===== src/ue0_pkg.sv =====
// Package: register map, field positions, reset values and timing for the endpoint 0 block
package ue0_pkg;

   // Register byte addresses
   localparam logic [11:0] EP0_CSR_ADDR  = 12'h000;
   localparam logic [11:0] INFO_ADDR     = 12'h004;
   localparam logic [11:0] IRQ_STAT_ADDR = 12'h008;
   localparam logic [11:0] IRQ_MASK_ADDR = 12'h00C;

   // Endpoint 0 control/status field positions
   localparam int PING_DISABLE_BIT   = 27;
   localparam int TOGGLE_WREN_BIT    = 26;
   localparam int TOGGLE_STATE_BIT   = 25;
   localparam int FIFO_FLUSH_BIT     = 24;
   localparam int SVC_SETUP_END_BIT  = 23;
   localparam int NAK_TIMEOUT_BIT    = 23;
   localparam int SVC_RECEIVE_BIT    = 22;
   localparam int STATUS_STAGE_BIT   = 22;
   localparam int SEND_STALL_BIT     = 21;
   localparam int REQUEST_PKT_BIT    = 21;
   localparam int SETUP_END_BIT      = 20;
   localparam int DATA_END_BIT       = 19;
   localparam int STALL_SENT_BIT     = 18;
   localparam int TX_PKT_READY_BIT   = 17;
   localparam int RX_PKT_READY_BIT   = 16;

   // Information register layout and reset values
   localparam int VBUS_LEN_LSB   = 24;
   localparam int CONN_WAIT_LSB  = 20;
   localparam int ID_DELAY_LSB   = 16;
   localparam logic [7:0] VBUS_LEN_RST  = 8'h3C;
   localparam logic [3:0] CONN_WAIT_RST = 4'h5;
   localparam logic [3:0] ID_DELAY_RST  = 4'hC;
   localparam logic [3:0] DMA_CHANNELS  = 4'h8;
   localparam logic [3:0] RAM_ADDR_BITS = 4'hC;
   localparam logic [3:0] RX_ENDPOINTS  = 4'h7;
   localparam logic [3:0] TX_ENDPOINTS  = 4'h7;

   // Interrupt status bit positions
   localparam int IRQ_SETUP_END = 0;
   localparam int IRQ_RX_READY  = 1;
   localparam int IRQ_NAK_TMO   = 2;
   localparam int IRQ_STALL     = 3;
   localparam int IRQ_TX_DONE   = 4;
   localparam int IRQ_WIDTH     = 5;

   // Timing: step sizes in picoseconds and the clock period
   localparam longint CLK_PERIOD_PS    = 50000;
   localparam longint VBUS_STEP_PS     = 546100000;
   localparam longint CONN_STEP_PS     = 533300;
   localparam longint ID_STEP_PS       = 64'sd4369000000;
   localparam int     VBUS_STEP_CYC    = int'(VBUS_STEP_PS / CLK_PERIOD_PS);
   localparam int     CONN_STEP_CYC_RAW = int'(CONN_STEP_PS / CLK_PERIOD_PS);
   localparam int     CONN_STEP_CYC    = (CONN_STEP_CYC_RAW < 1) ? 1 : CONN_STEP_CYC_RAW;
   localparam int     ID_STEP_CYC      = int'(ID_STEP_PS / CLK_PERIOD_PS);

   // Operating role of the controller
   typedef enum logic {ROLE_DEVICE, ROLE_HOST} ue0_role_t;

   // Events from the USB engine, one cycle each
   typedef struct packed {
      logic setup_end_flag;
      logic data_stage_end;
      logic stallSent;
      logic rxPacket;
      logic txDone;
      logic nakSeen;
      logic ackSeen;
      logic toggleFlip;
   } ue0_evt_t;

   // Controls to the USB engine
   typedef struct packed {
      logic pingDisable;
      logic statusStage;
      logic requestPacket;
      logic send_stall_a;
      logic txPacketReady;
      logic ep0Halted;
      logic toggleState;
      logic fifoPtrReset;
   } ue0_ctl_t;

endpackage


===== src/ue0_endpoint0.sv =====
// Endpoint 0 control/status, information register, timing ticks and interrupt logic
`timescale 1ns/1ps
module ue0_endpoint0
#(
   parameter int VBUS_STEP = ue0_pkg::VBUS_STEP_CYC,
   parameter int ID_STEP   = ue0_pkg::ID_STEP_CYC
)
(
   input  wire logic              clk,
   input  wire logic              rst_n,
   input  wire logic              psel,
   input  wire logic              penable,
   input  wire logic              pwrite,
   input  wire logic [11:0]       paddr,
   input  wire logic [31:0]       pwdata,
   input  wire logic [3:0]        pstrb,
   output logic      [31:0]       prdata,
   output logic                   pready,
   output logic                   pslverr,
   input  wire ue0_pkg::ue0_role_t role,
   input  wire logic [4:0]        nakLimit,
   input  wire ue0_pkg::ue0_evt_t  usbEvt,
   input  wire logic              idPullupEnable,
   output ue0_pkg::ue0_ctl_t       usbCtl,
   output logic                   vbusPulseActive,
   output logic                   connectFilterTick,
   output logic                   idLevelValid,
   output logic                   irq
);
   import ue0_pkg::*;

   // ------------------------------------------------------------
   // Bus decode
   // ------------------------------------------------------------
   wire isHost   = (role == ROLE_HOST);
   wire access   = psel && penable;
   wire wrEn     = access && pwrite;
   wire selCsr   = (paddr == EP0_CSR_ADDR);
   wire selInfo  = (paddr == INFO_ADDR);
   wire selStat  = (paddr == IRQ_STAT_ADDR);
   wire selMask  = (paddr == IRQ_MASK_ADDR);
   wire mapped   = selCsr || selInfo || selStat || selMask;
   wire wrCsr    = wrEn && selCsr;
   wire wrInfo   = wrEn && selInfo;
   wire wrStat   = wrEn && selStat && pstrb[0];
   wire wrMask   = wrEn && selMask && pstrb[0];
   wire wrCsrHi  = wrCsr && pstrb[3];
   wire wrCsrMid = wrCsr && pstrb[2];

   // Zero-wait slave; unmapped addresses answer with an error
   assign pready  = 1'b1;
   assign pslverr = access && !mapped;

   // ------------------------------------------------------------
   // Control/status state
   // ------------------------------------------------------------
   logic pingDisable_q, toggleWren_q, toggle_q, flush_q;
   logic send_stall_a_q, setup_end_flag_q, data_stage_end_q, stallSent_q;
   logic txReady_q, rxReady_q, nakTmo_q, statusStage_q, request_packet_q;
   logic [4:0] nakCount_q;

   // Writes of one to self-clearing controls
   wire wTwren = wrCsrHi && pwdata[TOGGLE_WREN_BIT];
   wire wFlush = wrCsrHi && pwdata[FIFO_FLUSH_BIT];
   wire w23    = wrCsrMid && pwdata[SVC_SETUP_END_BIT];
   wire w22    = wrCsrMid && pwdata[SVC_RECEIVE_BIT];
   wire w21    = wrCsrMid && pwdata[SEND_STALL_BIT];

   wire svcSetupEnd = w23 && !isHost;
   wire svcReceive  = w22 && !isHost;

   // NAK counting against the external limit
   wire nakExpire = isHost && usbEvt.nakSeen && (nakCount_q >= nakLimit) && (nakLimit != 5'h00);

   // Flush completes in the cycle after the request
   wire flushDone = flush_q;

   // ------------------------------------------------------------
   // Host/device shared control bits
   // ------------------------------------------------------------
   always_ff @(posedge clk)
   begin
      if (!rst_n)
      begin
         pingDisable_q <= 1'b0;
         toggleWren_q  <= 1'b0;
         flush_q       <= 1'b0;
         send_stall_a_q   <= 1'b0;
         statusStage_q <= 1'b0;
         request_packet_q      <= 1'b0;
      end
      else
      begin
         if (wrCsrHi)
            pingDisable_q <= pwdata[PING_DISABLE_BIT] && isHost;
         // enable stands until the next write loads the toggle
         if (wrCsrHi)
            toggleWren_q <= !toggleWren_q && wTwren && isHost;
         flush_q <= wFlush && !flush_q;
         if (wrCsrMid && !isHost)
            send_stall_a_q <= pwdata[SEND_STALL_BIT];
         // status stage rides with tx ready or request
         if (wrCsrMid && isHost)
            statusStage_q <= pwdata[STATUS_STAGE_BIT];
         else if (usbEvt.txDone || usbEvt.rxPacket)
            statusStage_q <= 1'b0;
         if (w21 && isHost)
            request_packet_q <= 1'b1;
         else if (usbEvt.rxPacket || nakTmo_q)
            request_packet_q <= 1'b0;
      end
   end

   // ------------------------------------------------------------
   // Data toggle and packet ready flags
   // ------------------------------------------------------------
   always_ff @(posedge clk)
   begin
      if (!rst_n)
      begin
         toggle_q  <= 1'b0;
         txReady_q <= 1'b0;
         rxReady_q <= 1'b0;
      end
      else
      begin
         // toggle loads only while write enable is set
         if (toggleWren_q && wrCsrHi)
            toggle_q <= pwdata[TOGGLE_STATE_BIT];
         else if (usbEvt.toggleFlip)
            toggle_q <= !toggle_q;
         // flush clears whichever ready flag is set
         if (wrCsrMid && pwdata[TX_PKT_READY_BIT])
            txReady_q <= 1'b1;
         else if (usbEvt.txDone || flushDone)
            txReady_q <= 1'b0;
         // serviced receive clears rx ready; new packet wins
         if (usbEvt.rxPacket)
            rxReady_q <= 1'b1;
         else if (svcReceive || flushDone)
            rxReady_q <= 1'b0;
      end
   end

   // ------------------------------------------------------------
   // Hardware-set status flags
   // ------------------------------------------------------------
   always_ff @(posedge clk)
   begin
      if (!rst_n)
      begin
         setup_end_flag_q  <= 1'b0;
         data_stage_end_q   <= 1'b0;
         stallSent_q <= 1'b0;
         nakTmo_q    <= 1'b0;
         nakCount_q  <= 5'h00;
      end
      else
      begin
         // serviced setup end clears; a new event wins
         if (usbEvt.setup_end_flag && !isHost)
            setup_end_flag_q <= 1'b1;
         else if (svcSetupEnd)
            setup_end_flag_q <= 1'b0;
         if (usbEvt.data_stage_end)
            data_stage_end_q <= 1'b1;
         else if (wrCsrMid && !pwdata[DATA_END_BIT])
            data_stage_end_q <= 1'b0;
         if (usbEvt.stallSent)
            stallSent_q <= 1'b1;
         else if (wrCsrMid && !pwdata[STALL_SENT_BIT])
            stallSent_q <= 1'b0;
         // timeout sets on expiry, software writes zero to resume
         if (nakExpire)
            nakTmo_q <= 1'b1;
         else if (wrCsrMid && isHost && !pwdata[NAK_TIMEOUT_BIT])
            nakTmo_q <= 1'b0;
         if (!isHost || usbEvt.ackSeen || nakTmo_q)
            nakCount_q <= 5'h00;
         else if (usbEvt.nakSeen && nakCount_q != 5'h1F)
            nakCount_q <= nakCount_q + 5'h01;
      end
   end

   // ------------------------------------------------------------
   // Outputs to the USB engine
   // ------------------------------------------------------------
   // PING suppression only in host role
   assign usbCtl.pingDisable   = pingDisable_q && isHost;
   assign usbCtl.statusStage   = statusStage_q && isHost && (txReady_q || request_packet_q);
   assign usbCtl.requestPacket = request_packet_q;
   assign usbCtl.send_stall_a     = send_stall_a_q;
   assign usbCtl.txPacketReady = txReady_q;
   // endpoint halts while the timeout flag stands
   assign usbCtl.ep0Halted     = nakTmo_q;
   assign usbCtl.toggleState   = toggle_q;
   assign usbCtl.fifoPtrReset  = flush_q;

   // ------------------------------------------------------------
   // Information register fields
   // ------------------------------------------------------------
   logic [7:0] vbusLen_q;
   logic [3:0] connWait_q;
   logic [3:0] idDelay_q;

   always_ff @(posedge clk)
   begin
      if (!rst_n)
      begin
         vbusLen_q  <= VBUS_LEN_RST;
         connWait_q <= CONN_WAIT_RST;
         idDelay_q  <= ID_DELAY_RST;
      end
      else
      begin
         if (wrInfo && pstrb[3])
            vbusLen_q <= pwdata[VBUS_LEN_LSB +: 8];
         if (wrInfo && pstrb[2])
         begin
            connWait_q <= pwdata[CONN_WAIT_LSB +: 4];
            idDelay_q  <= pwdata[ID_DELAY_LSB +: 4];
         end
      end
   end

   // ------------------------------------------------------------
   // Timing generators from the step counts
   // ------------------------------------------------------------
   // Step prescaler: one-cycle tick at each step boundary
   function automatic logic [31:0] stepNext(input logic [31:0] cnt, input int step);
      stepNext = (cnt >= 32'(step - 1)) ? 32'h0000_0000 : cnt + 32'h0000_0001;
   endfunction

   logic [31:0] vbusPre_q, connPre_q, idPre_q;
   logic [7:0]  vbusSteps_q;
   logic [3:0]  connSteps_q, idSteps_q;
   logic        vbusRun_q, idPullPrev_q;
   wire vbusTick = (vbusPre_q == 32'(VBUS_STEP - 1));
   wire connTick = (connPre_q == 32'(CONN_STEP_CYC - 1));
   wire idTick   = (idPre_q == 32'(ID_STEP - 1));
   // Last step of the filter wait; a zero wait ticks every step
   wire connLast = ({1'b0, connSteps_q} + 5'h01 >= {1'b0, connWait_q});
   // A VBUS pulse starts when software writes a nonzero length field
   wire vbusStart = wrInfo && pstrb[3];

   always_ff @(posedge clk)
   begin
      if (!rst_n)
      begin
         vbusPre_q   <= 32'h0000_0000;
         connPre_q   <= 32'h0000_0000;
         idPre_q     <= 32'h0000_0000;
         vbusSteps_q <= 8'h00;
         connSteps_q <= 4'h0;
         idSteps_q   <= 4'h0;
         vbusRun_q   <= 1'b0;
         idPullPrev_q <= 1'b0;
      end
      else
      begin
         idPullPrev_q <= idPullupEnable;
         // VBUS pulse lasts length times step
         vbusPre_q <= (vbusStart || !vbusRun_q) ? 32'h0000_0000 : stepNext(vbusPre_q, VBUS_STEP);
         if (vbusStart)
         begin
            vbusSteps_q <= pwdata[VBUS_LEN_LSB +: 8];
            vbusRun_q   <= (pwdata[VBUS_LEN_LSB +: 8] != 8'h00);
         end
         else if (vbusRun_q && vbusTick)
         begin
            vbusSteps_q <= vbusSteps_q - 8'h01;
            vbusRun_q   <= (vbusSteps_q != 8'h01);
         end
         // filter tick every wait count of steps
         connPre_q <= stepNext(connPre_q, CONN_STEP_CYC);
         if (connTick)
            connSteps_q <= connLast ? 4'h0 : connSteps_q + 4'h1;
         // ID valid after delay from pull-up enable
         if (!idPullupEnable || (idPullupEnable && !idPullPrev_q))
         begin
            idPre_q   <= 32'h0000_0000;
            idSteps_q <= 4'h0;
         end
         else if (idSteps_q < idDelay_q)
         begin
            idPre_q <= stepNext(idPre_q, ID_STEP);
            if (idTick)
               idSteps_q <= idSteps_q + 4'h1;
         end
      end
   end

   assign vbusPulseActive   = vbusRun_q;
   assign connectFilterTick = connTick && connLast;
   assign idLevelValid      = idPullupEnable && idPullPrev_q && (idSteps_q >= idDelay_q);

   // ------------------------------------------------------------
   // Interrupt status and mask
   // ------------------------------------------------------------
   logic [IRQ_WIDTH-1:0] irqStat_q, irqMask_q;
   wire  [IRQ_WIDTH-1:0] irqSet = {usbEvt.txDone, usbEvt.stallSent, nakExpire,
                                   usbEvt.rxPacket, usbEvt.setup_end_flag};

   // New events win over a write-one clear
   always_ff @(posedge clk)
   begin
      if (!rst_n)
      begin
         irqStat_q <= '0;
         irqMask_q <= '0;
      end
      else
      begin
         irqStat_q <= irqSet | (irqStat_q & ~(wrStat ? pwdata[IRQ_WIDTH-1:0] : '0));
         if (wrMask)
            irqMask_q <= pwdata[IRQ_WIDTH-1:0];
      end
   end

   assign irq = |(irqStat_q & irqMask_q);

   // ------------------------------------------------------------
   // Read data
   // ------------------------------------------------------------
   logic [31:0] csrRd, infoRd;
   always_comb
   begin
      // upper nibble and low half read zero
      csrRd = 32'h0000_0000;
      csrRd[PING_DISABLE_BIT] = pingDisable_q;
      csrRd[TOGGLE_WREN_BIT]  = toggleWren_q;
      csrRd[TOGGLE_STATE_BIT] = toggle_q;
      csrRd[FIFO_FLUSH_BIT]   = flush_q;
      csrRd[23] = isHost ? nakTmo_q : 1'b0;
      csrRd[22] = isHost ? statusStage_q : 1'b0;
      csrRd[21] = isHost ? request_packet_q : send_stall_a_q;
      csrRd[SETUP_END_BIT]    = setup_end_flag_q;
      csrRd[DATA_END_BIT]     = data_stage_end_q;
      csrRd[STALL_SENT_BIT]   = stallSent_q;
      csrRd[TX_PKT_READY_BIT] = txReady_q;
      csrRd[RX_PKT_READY_BIT] = rxReady_q;
      infoRd = {vbusLen_q, connWait_q, idDelay_q, DMA_CHANNELS, RAM_ADDR_BITS,
                RX_ENDPOINTS, TX_ENDPOINTS};
   end

   wire [31:0] rdMux = selCsr  ? csrRd :
                       selInfo ? infoRd :
                       selStat ? {27'h0, irqStat_q} :
                       selMask ? {27'h0, irqMask_q} : 32'h0000_0000;

   // Registered read data, loaded during setup so it is ready at access
   always_ff @(posedge clk)
   begin
      if (!rst_n)
         prdata <= 32'h0000_0000;
      else if (psel && !penable && !pwrite)
         prdata <= rdMux;
   end

endmodule


===== config.mk =====
export PLATFORM = sky130hd
export DESIGN_NAME = ue0_endpoint0
export DESIGN_NICKNAME = d
export VERILOG_FILES = /design/src/ue0_pkg.sv /design/src/ue0_endpoint0.sv
export SDC_FILE = /design/constraint.sdc
export NUM_CORES = 1
export LEC_CHECK = 0
export BUFFER_PORTS_ARGS = -buffer_cell sky130_fd_sc_hd__buf_4
export CAP_MARGIN = 20
export CELL_PAD_IN_SITES_DETAIL_PLACEMENT = 0
export CELL_PAD_IN_SITES_GLOBAL_PLACEMENT = 1
export CORE_ASPECT_RATIO = 1.5
export CORE_MARGIN = 3
export CORE_UTILIZATION = 40
export CTS_BUF_LIST = sky130_fd_sc_hd__clkbuf_2
export CTS_CLUSTER_DIAMETER = 60
export DETAILED_ROUTE_END_ITERATION = 8
export GPL_ROUTABILITY_DRIVEN = 0
export PLACE_DENSITY_LB_ADDON = 0.1
export SYNTH_ARGS = -nofsm -noshare
export SYNTH_HDL_FRONTEND = slang
export SYNTH_SLANG_ARGS = --single-unit

===== constraint.sdc =====
create_clock -name clk -period 2.1 [get_ports clk]
set_input_delay 0.21 -clock clk [delete_from_list [all_inputs] [get_ports clk]]
set_output_delay 0.21 -clock clk [all_outputs]
set_load 0.005 [all_outputs]

==> results.cfg, run 1 <==
[logic_synthesis]
yosysSeqAreaShare_pct = 47.0
ys_types = 65
ys_ff_latch = 180
synth_top_cell_by_area = dfxtp_1
synth_top_area_share_pct = 47.0
syn_area_per_cell_sq_um = 9.04
syn-instance-count = 848
syn-cell-area_sq_um = 7670
yosys-top-cells-area = dfxtp_1 47%, nor2_1 4.8%, ha_1 4.2%
ys_async_sr_fraction_pct = 0
synth-edff-count = 0
yosys_most_used_dff = dfxtp_1
synth_warnings = 0

[worst_setup_path]
cp.required_ns = 1.89
cp-end-kind = primary output
reg2reg_depth = 10
r2r_end = idPre_q[30]$_SDFFE_PP0N_
cp_data_arrival_time_ns = 2.29
r2r_start = idDelay_q[2]$_SDFFE_PN1P_
crit_type = reg2out
start_kind = flop
crit_path_max_fanout = 3
r2r_slack_ns = -0.21

[timing]
whs_ns = 0.0936
slew_viol_final = 0
fin_ws_ns = -0.402
setup_viol = 29
hold_violations = 0
fin_skew_ns = 0.0388
fin_crit_sh_pct = 119
fmaxAchievable_mhz = 400
fin_crit_ns = 2.50
rsz0062_at_grt = yes

[floorplanning]
die_area_sq_um = 20900
start_util_pct = 41.0
die_x_microns = 119
chipHeight_microns = 176
row_count = 61
core-area_sq_um = 18700
num_io_pins = 114

[clock_tree]
cts.htree.levels = 4
cts_tree = yes
cts.clk_slew.worst_paths_ns = 0.29
clock-sinks = 180
clock_latency_ns = 0.75
cts_max_path_buffers = 2
cts_root_buf = clkbuf_2
cts_inserted_buffers = 17

[global_routing]
first_global_vias = 6714
grt_pass1_wl_mm = 32.7
grt_use_total_pct = 19.1
gr-total-overflow = 0
antenna_found_initial = 1
grt_max_degree = 29

[final_layout]
layout-drive-gt1-share_pct = 24.3
nNetsFinal = 1202
area_growth_pct = 37.3
final_cell_mix = 170 x dfxtp_1, 151 x buf_4, 91 x nor2_1
final_common_cell = dfxtp_1

[placed_design]
place_hpwl_mm = 14.0
io_buffers = 94
place_ws_ns = -0.0173

[outcome]
status = finished, violations left
violations = negative setup slack

[power_and_ir_drop]
p_leak_nw = 4.32
peakVddDrop_mv = 0.390
power_w = 0.00568
p_per_area_nw_per_um2 = 539

[detailed_routing]
avgViaCountPerCell = 4.95
firstDrtPassIters = 4
drt-total-wl_mm = 20.1
routedWlPerCell_microns = 14.7
antenna_left = 0
vias = 6798
drt_iter0_markers = 296
drcViolationCount = 0

[min_path]
min_from = nakLimit[3]
holdPathEnd = nakTmo_q$_SDFFE_PN0P_
worstHoldPathCells = 6
hp-class = in2reg

[run]
cap_violations = 0
-- repair_timing --
action / 4_1_cts / 5_1_grt
cloned: 0 / 4
hold endpoints to repair: 96 / 0
hold buffers: 67 / 0
endpoints found under the setup margin: 24 / 47
pin swaps: 25 / 30
setup buffers: 8 / 10
gates resized for setup: 33 / 60
-- routing by layer --
metal / wire [microns] / global-route usage (%)
met1: 8350 / 21.6
met2: 10600 / 35.1
met3: 783 / 3.99
met4: 410 / 6.52
met5: 0 / 0
-- cells by family (layout without fill, tap and decap cells) --
group,count (synthesis),in the layout,synth area share [%]
flip-flops,180,180,47.0
adder cells (fa/ha/maj),26,26,4.24
buffers and inverters,84,305,5.25
other,2,54,0.0979
AO/OA/AOI/OAI,133,133,11.7
XOR/XNOR,42,42,4.80
AND/OR/NAND/NOR,365,365,24.8
multiplexers,16,16,2.12
-- Yosys cell counts (all sizes together) (22+ instances only) --
library cell / instances
dfxtp: 180
inv: 36
nand3: 31
nand4: 30
nor2: 99
o21ai: 27
and3: 22
xor2: 23
ha: 26
a21oi: 34
nor4: 32
nand2: 76
buf: 29
-- report_power, final --
group / switching [W] / internal (W)
Combinational: 0.000164 / 0.000187
Clock: 0.00131 / 0.000493
Sequential: 0.0000300 / 0.00349
-- registers in the layout, summed over array words and instances (netlist names), 4 cells and up --
name	cells
connPre_q	32
idDelay_q	4
irqStat_q	5
connWait_q	4
vbusSteps_q	8
prdata	22
idPre_q	32
vbusPre_q	32
idSteps_q	4
connSteps_q	4
irqMask_q	5
vbusLen_q	8
nakCount_q	5
-- stage by stage --
stage / util [%] / TNS [ns] / cells / area [sq um]
floorplan: - / 0 / 899 / 7880
global placement: 48.5 / -0.0421 / 1252 / 9070
detailed placement: 48.5 / -0.0175 / 1252 / 9070
CTS: 54.5 / -0.934 / 1358 / 10200
global route: 56.3 / -6.29 / 1373 / 10500
finish: 56.3 / -3.01 / 1373 / 10500
-- area by class of cell --
cell class	count	area, sq um
well taps	252	315
multi-input cells	635	4170
repair buffers	237	2040
fillers	1784	8170
clock buffers	17	85.1
flip-flops and latches	180	3620
inverters	37	139
diodes	1	2.50
clock inverters	14	159
-- worst max-delay path: stages, from the launching register on --
cell and delay (ns):
dfxtp_4 0.43, ha_4 0.16, xor2_1 0.14, ha_1 0.28, o21ai_1 0.06, o21a_2 0.24, nor2b_4 0.14, buf_6 0.11
-- worst max-delay path by stage --
stage | from | depth (start not counted) | end | slack, ns
6_report | connSteps_q[0]$_SDFFE_PN0N_ | 7 | connectFilterTick | -0.40
5_1_grt | connPre_q[12]$_SDFF_PP0_ | 5 | connectFilterTick | -0.56
4_1_cts | connSteps_q[0]$_SDFFE_PN0N_ | 7 | connectFilterTick | -0.46
3_5_place_dp | idDelay_q[2]$_SDFFE_PN1P_ | 8 | idPre_q[24]$_SDFFE_PP0N_ | -0.02
3_3_place_gp | paddr[1] | 7 | irqMask_q[2]$_SDFFE_PN0P_ | -0.02
2_1_floorplan | idSteps_q[2]$_SDFFE_PP0P_ | 6 | idPre_q[26]$_SDFFE_PP0N_ | 0.009
(Power assumes the default switching activity.)
==> run 2: changes to the inputs <==
Settings changed: ABC_AREA set to 1, CORE_UTILIZATION 40 to 39.
==> results.cfg, run 2 <==
[final_layout]
final_cell_mix = 200 x nand2_1, 168 x dfxtp_1, 153 x inv_1
nNetsFinal = 1411
area_growth_pct = 31.6
layout-drive-gt1-share_pct = 18.1
final_common_cell = nand2_1
reg_top3 = connPre_q (32), idPre_q (32), vbusPre_q (32)

[floorplanning]
num_io_pins = 114
row_count = 63
core-area_sq_um = 20000
die_area_sq_um = 22500
start_util_pct = 40.2
chipHeight_microns = 182
die_x_microns = 123

[logic_synthesis]
synth_warnings = 0
ys_types = 45
synthTopCellsByCount = 207 x nand2_1, 180 x dfxtp_1, 160 x inv_1
yosys_most_used_dff = dfxtp_1
yosysMostFrequentCell = nand2_1
synth_compound_area_share_pct = 8.23
ys_async_sr_fraction_pct = 0
syn_area_per_cell_sq_um = 7.53
yosys.area_share.simple_pct = 28.6
synth_top_cell_by_area = dfxtp_1
synthMuxAreaShare_pct = 0
synth-edff-count = 0
yosysSeqAreaShare_pct = 44.7
syn-cell-area_sq_um = 8060
syn-instance-count = 1070
synthAdderAreaFrac_pct = 4.04
synth_top_family_by_area = simple AND/OR/NAND/NOR gates
yosys-top-cells-area = dfxtp_1 45%, nand2_1 9.6%, inv_1 7.5%
ys_ff_latch = 180
synth-xor-area-share_pct = 3.48
synth_top_area_share_pct = 44.7

[power_and_ir_drop]
peakVddDrop_mv = 0.418
p_leak_nw = 4.77
p_per_area_nw_per_um2 = 553

[detailed_routing]
vias = 7351
drt_iter0_markers = 377
firstDrtPassIters = 5
antenna_left = 0
routedWlPerCell_microns = 13.8
avgViaCountPerCell = 4.62
drcViolationCount = 0
drt-total-wl_mm = 21.9

[timing]
fin_skew_ns = 0.0295
fin_crit_sh_pct = 120
rsz0062_at_grt = yes
fmaxAchievable_mhz = 398
hold_violations = 0
fin_crit_ns = 2.51
worstMarginPinSlew_ns = 0.536
setup_viol = 4
slew_headroom_pct = 64.2
slew_viol_final = 0
tns_ns = -0.504
whs_ns = 0.0744
fin_ws_ns = -0.413

[placed_design]
io_buffers = 94
place_ws_ns = 0.111
place_hpwl_mm = 16.0

[global_routing]
antenna_found_initial = 1
first_global_vias = 7295
grt_max_degree = 29
gr-total-overflow = 0
grt_pass1_wl_mm = 35.4
grt_use_total_pct = 20.2

[min_path]
hp-class = in2reg

[worst_setup_path]
r2r_start = idDelay_q[1]$_SDFFE_PN0P_
r2r_end = idPre_q[12]$_SDFFE_PP0N_
cp_data_arrival_time_ns = 2.30
reg2reg_depth = 15
crit_path_max_fanout = 2
crit_type = reg2out
cp-startpoint = connSteps_q[0]$_SDFFE_PN0N_
start_kind = flop
cp-endpoint = connectFilterTick
cp-end-kind = primary output
cp.required_ns = 1.89
r2r_slack_ns = 0.12

[clock_tree]
cts_tree = yes
cts_max_path_buffers = 2
clock-sinks = 180
cts_root_buf = clkbuf_2
cts_inserted_buffers = 17
cts.htree.levels = 4
cts.clk_slew.worst_paths_ns = 0.25
clock_latency_ns = 0.74

[outcome]
violations = negative setup slack
status = finished, violations left

[run]
cap_violations = 0
## run 2: changes by cell type after synthesis, moves of 16 or more
| cell | before | now |
|---|---|---|
| nand3_1 | 30 | 78 |
| nor2_2 | 0 | 16 |
| and3_1 | 22 | 0 |
| nor4_1 | 31 | 3 |
| o21ai_0 | 27 | 51 |
| a21oi_1 | 34 | 61 |
| inv_1 | 36 | 160 |
| nand2_1 | 76 | 207 |
## run 2: final cells by class
type | instances | area, sq um
fillers | 2083 | 9420
multi-input cells | 735 | 3890
flip-flops and latches | 180 | 3620
repair buffers | 220 | 1870
inverters | 163 | 614
well taps | 260 | 325
clock inverters | 14 | 185
clock buffers | 18 | 90.1
diodes | 1 | 2.50
## run 2: worst max-delay path: stages, from the launching register on
cell	delay [ns]
dfxtp_2	0.39
ha_4	0.17
xor2_2	0.15
ha_1	0.29
a21boi_2	0.16
o21ai_1	0.13
nand2_1	0.08
nand2_2	0.07
inv_2	0.03
buf_6	0.10
## run 2: worst min path at each step
stage | start | endpoint | slack (ns) | cells past startpoint
after detailed placement | idPre_q[19]$_SDFFE_PP0N_ | idPre_q[19]$_SDFFE_PP0N_ | 0.43 | 2
after global placement | idPullupEnable | idPullPrev_q$_SDFF_PN0_ | 0.42 | 3
after floorplan | idPullupEnable | idPullPrev_q$_SDFF_PN0_ | 0.32 | 2
after CTS | paddr[3] | prdata[25]$_SDFFE_PN0P_ | 0.006 | 9
after global routing | paddr[3] | connWait_q[3]$_SDFFE_PN0P_ | 0.02 | 7
final | paddr[0] | prdata[2]$_SDFFE_PN0P_ | 0.07 | 8
## run 2: through the flow
| step | cells | util [%] | power, W | area [sq um] |
|---|---|---|---|---|
| 3_5_place_dp | 1457 | 46.0 | 0.00387 | 9200 |
| 4_1_cts | 1589 | 52.7 | 0.00596 | 10500 |
| 3_3_place_gp | 1457 | 46.0 | 0.00387 | 9200 |
| 6_report | 1591 | 52.9 | 0.00587 | 10600 |
| 5_1_grt | 1591 | 52.9 | 0.00616 | 10600 |
| 2_1_floorplan | 1121 | - | 0.00371 | 8250 |
## run 2: repair_timing
action | CTS | global route
endpoints found under the hold margin | 90 | 0
pin swaps | 11 | 10
setup buffers | 17 | 2
gates resized for setup | 32 | 19
endpoints found under the setup margin | 2 | 13
hold buffers | 83 | 0
## run 2: logic make-up (layout without fill, tap and decap cells)
family | Yosys count | count (layout)
AOI/OAI and AO/OA | 126 | 126
xor gates and xnor gates | 32 | 32
adders and majority gates | 26 | 26
buffers and inverters | 206 | 415
DFF | 180 | 180
other | 2 | 54
and+or+nand+nor | 498 | 498
## run 2: power breakdown
group / total (W) / switching (W) / internal, W
clock network: 0.00197 / 0.00119 / 0.000781
registers: 0.00351 / 0.0000233 / 0.00349
logic: 0.000383 / 0.000195 / 0.000188
## run 2: layer usage
| layer | track usage [%] | wire length (microns) | up-vias |
|---|---|---|---|
| met4 | 7.05 | 518 | 0 |
| met1 | 22.4 | 8970 | 3387 |
| li1 | - | - | 3828 |
| met2 | 37.6 | 11800 | 109 |
| met3 | 3.52 | 642 | 27 |
| met5 | 0 | 0 | - |
==> run 3: changes to the inputs <==
Settings changed: CORE_ASPECT_RATIO 1.5 to unset.
==> results.cfg, run 3 (same netlist as run 2, synthesis figures left out) <==
[global_routing]
antenna_found_initial = 2
gr-total-overflow = 0
grt_pass1_wl_mm = 33.1
grt_use_total_pct = 18.2
first_global_vias = 6989
grt_max_degree = 24

[detailed_routing]
avgViaCountPerCell = 4.58
firstDrtPassIters = 5
drcViolationCount = 0
drt_iter0_markers = 318
vias = 7319
drt-total-wl_mm = 20.0
routedWlPerCell_microns = 12.5
antenna_left = 0

[final_layout]
final_common_cell = nand2_1
nNetsFinal = 1413
design_area_sq_um = 10700
final_cell_mix = 202 x nand2_1, 167 x dfxtp_1, 151 x inv_1
reg_top3 = connPre_q (32), idPre_q (32), vbusPre_q (32)
area_growth_pct = 32.6
layout.cells.non_filler = 1599
layout-drive-gt1-share_pct = 19.0

[floorplanning]
chipHeight_microns = 150
num_io_pins = 114
die_area_sq_um = 22400
die_x_microns = 150
core-area_sq_um = 19900
row_count = 51
start_util_pct = 40.5

[clock_tree]
clock_latency_ns = 0.77
cts.clk_slew.worst_paths_ns = 0.30
cts_root_buf = clkbuf_2
cts_inserted_buffers = 17
cts_tree = yes
cts_max_path_buffers = 2
clock-sinks = 180
cts.htree.levels = 4

[timing]
fin_ws_ns = -0.442
tns_ns = -0.532
whs_ns = 0.0542
setup_viol = 2
rsz0062_at_grt = yes
slew_viol_final = 0
fin_crit_ns = 2.54
fmaxAchievable_mhz = 393
slew_headroom_pct = 47.2
fin_crit_sh_pct = 121
worstMarginPinSlew_ns = 0.792
fin_skew_ns = 0.0553
hold_violations = 0

[placed_design]
place_hpwl_mm = 14.0
io_buffers = 94
place_inst = 1457
post_dp_cell_area_sq_um = 9170

[worst_setup_path]
r2r_slack_ns = 0.16
cp.required_ns = 1.89
cp-end-kind = primary output
crit_type = reg2out
crit_path_max_fanout = 2
start_kind = flop
cp_data_arrival_time_ns = 2.33

[outcome]
status = finished, violations left
violations = negative setup slack

[run]
cap_violations = 0

[min_path]
hp-class = in2reg

[power_and_ir_drop]
p_per_area_nw_per_um2 = 548
p_leak_nw = 4.76
peakVddDrop_mv = 0.367
## run 3: critical path, cell delays in order (launching register included)
cell     delay (ns)
dfxtp_2        0.40
buf_4          0.13
nand3_2        0.06
xor2_1         0.20
inv_1          0.07
ha_2           0.17
a31o_2         0.20
inv_1          0.04
nand2_1        0.07
nand2_2        0.08
inv_2          0.04
buf_4          0.12
## run 3: layout make-up
class                           instances  area, sq um
Fill cell                            2055         9230
Multi-Input combinational cell        735         3920
Sequential cell                       180         3620
Timing Repair Buffer                  222         1890
Inverter                              163          618
Tap cell                              265          332
Clock inverter                         15          209
Clock buffer                           17         85.1
Antenna cell                            2         5.00
## run 3: per-stage QoR
stage | power, W | util, % | worst slack, ns
after floorplan | 0.00371 | - | 0.426
after global placement | 0.00386 | 46.1 | 0.133
after detailed placement | 0.00386 | 46.1 | 0.133
after CTS | 0.00594 | 53.2 | -0.551
after global routing | 0.00614 | 53.7 | -0.664
final | 0.00585 | 53.7 | -0.442
## run 3: final timing paths
kind | startpoint | end | cells after the start
setup / recovery | connSteps_q[1]$_SDFFE_PN0N_ | connectFilterTick | 11
hold / removal | paddr[4] | prdata[0]$_SDFFE_PN0P_ | 8
setup reg to reg | toggle_q$_SDFFE_PN0P_ | toggle_q$_SDFFE_PN0P_ | 5
hold reg to reg | idPre_q[19]$_SDFFE_PP0N_ | idPre_q[19]$_SDFFE_PP0N_ | 2
## run 3: metal layers
| metal | wire [microns] | GRT usage, % |
|---|---|---|
| met1 | 9880 | 24.6 |
| met4 | 244 | 4.85 |
| met5 | 0 | 0 |
| met3 | 964 | 3.82 |
| met2 | 8920 | 29.8 |
## run 3: report_power, final
group / switching [W] / internal [W] / total (W) / leakage [nW]
clock network: 0.00142 / 0.000537 / 0.00196 / 0.165
registers: 0.0000220 / 0.00349 / 0.00352 / 1.48
logic: 0.000191 / 0.000187 / 0.000379 / 3.12
total: 0.00163 / 0.00422 / 0.00585 / 4.76
## run 3: what timing repair did
item                                   CTS  global route
setup buffers                           17             6
hold buffers                            88             0
gates resized for setup                 39            21
endpoints found under the hold margin   90             0
setup endpoints to repair                2            20
pin swaps                               10             8
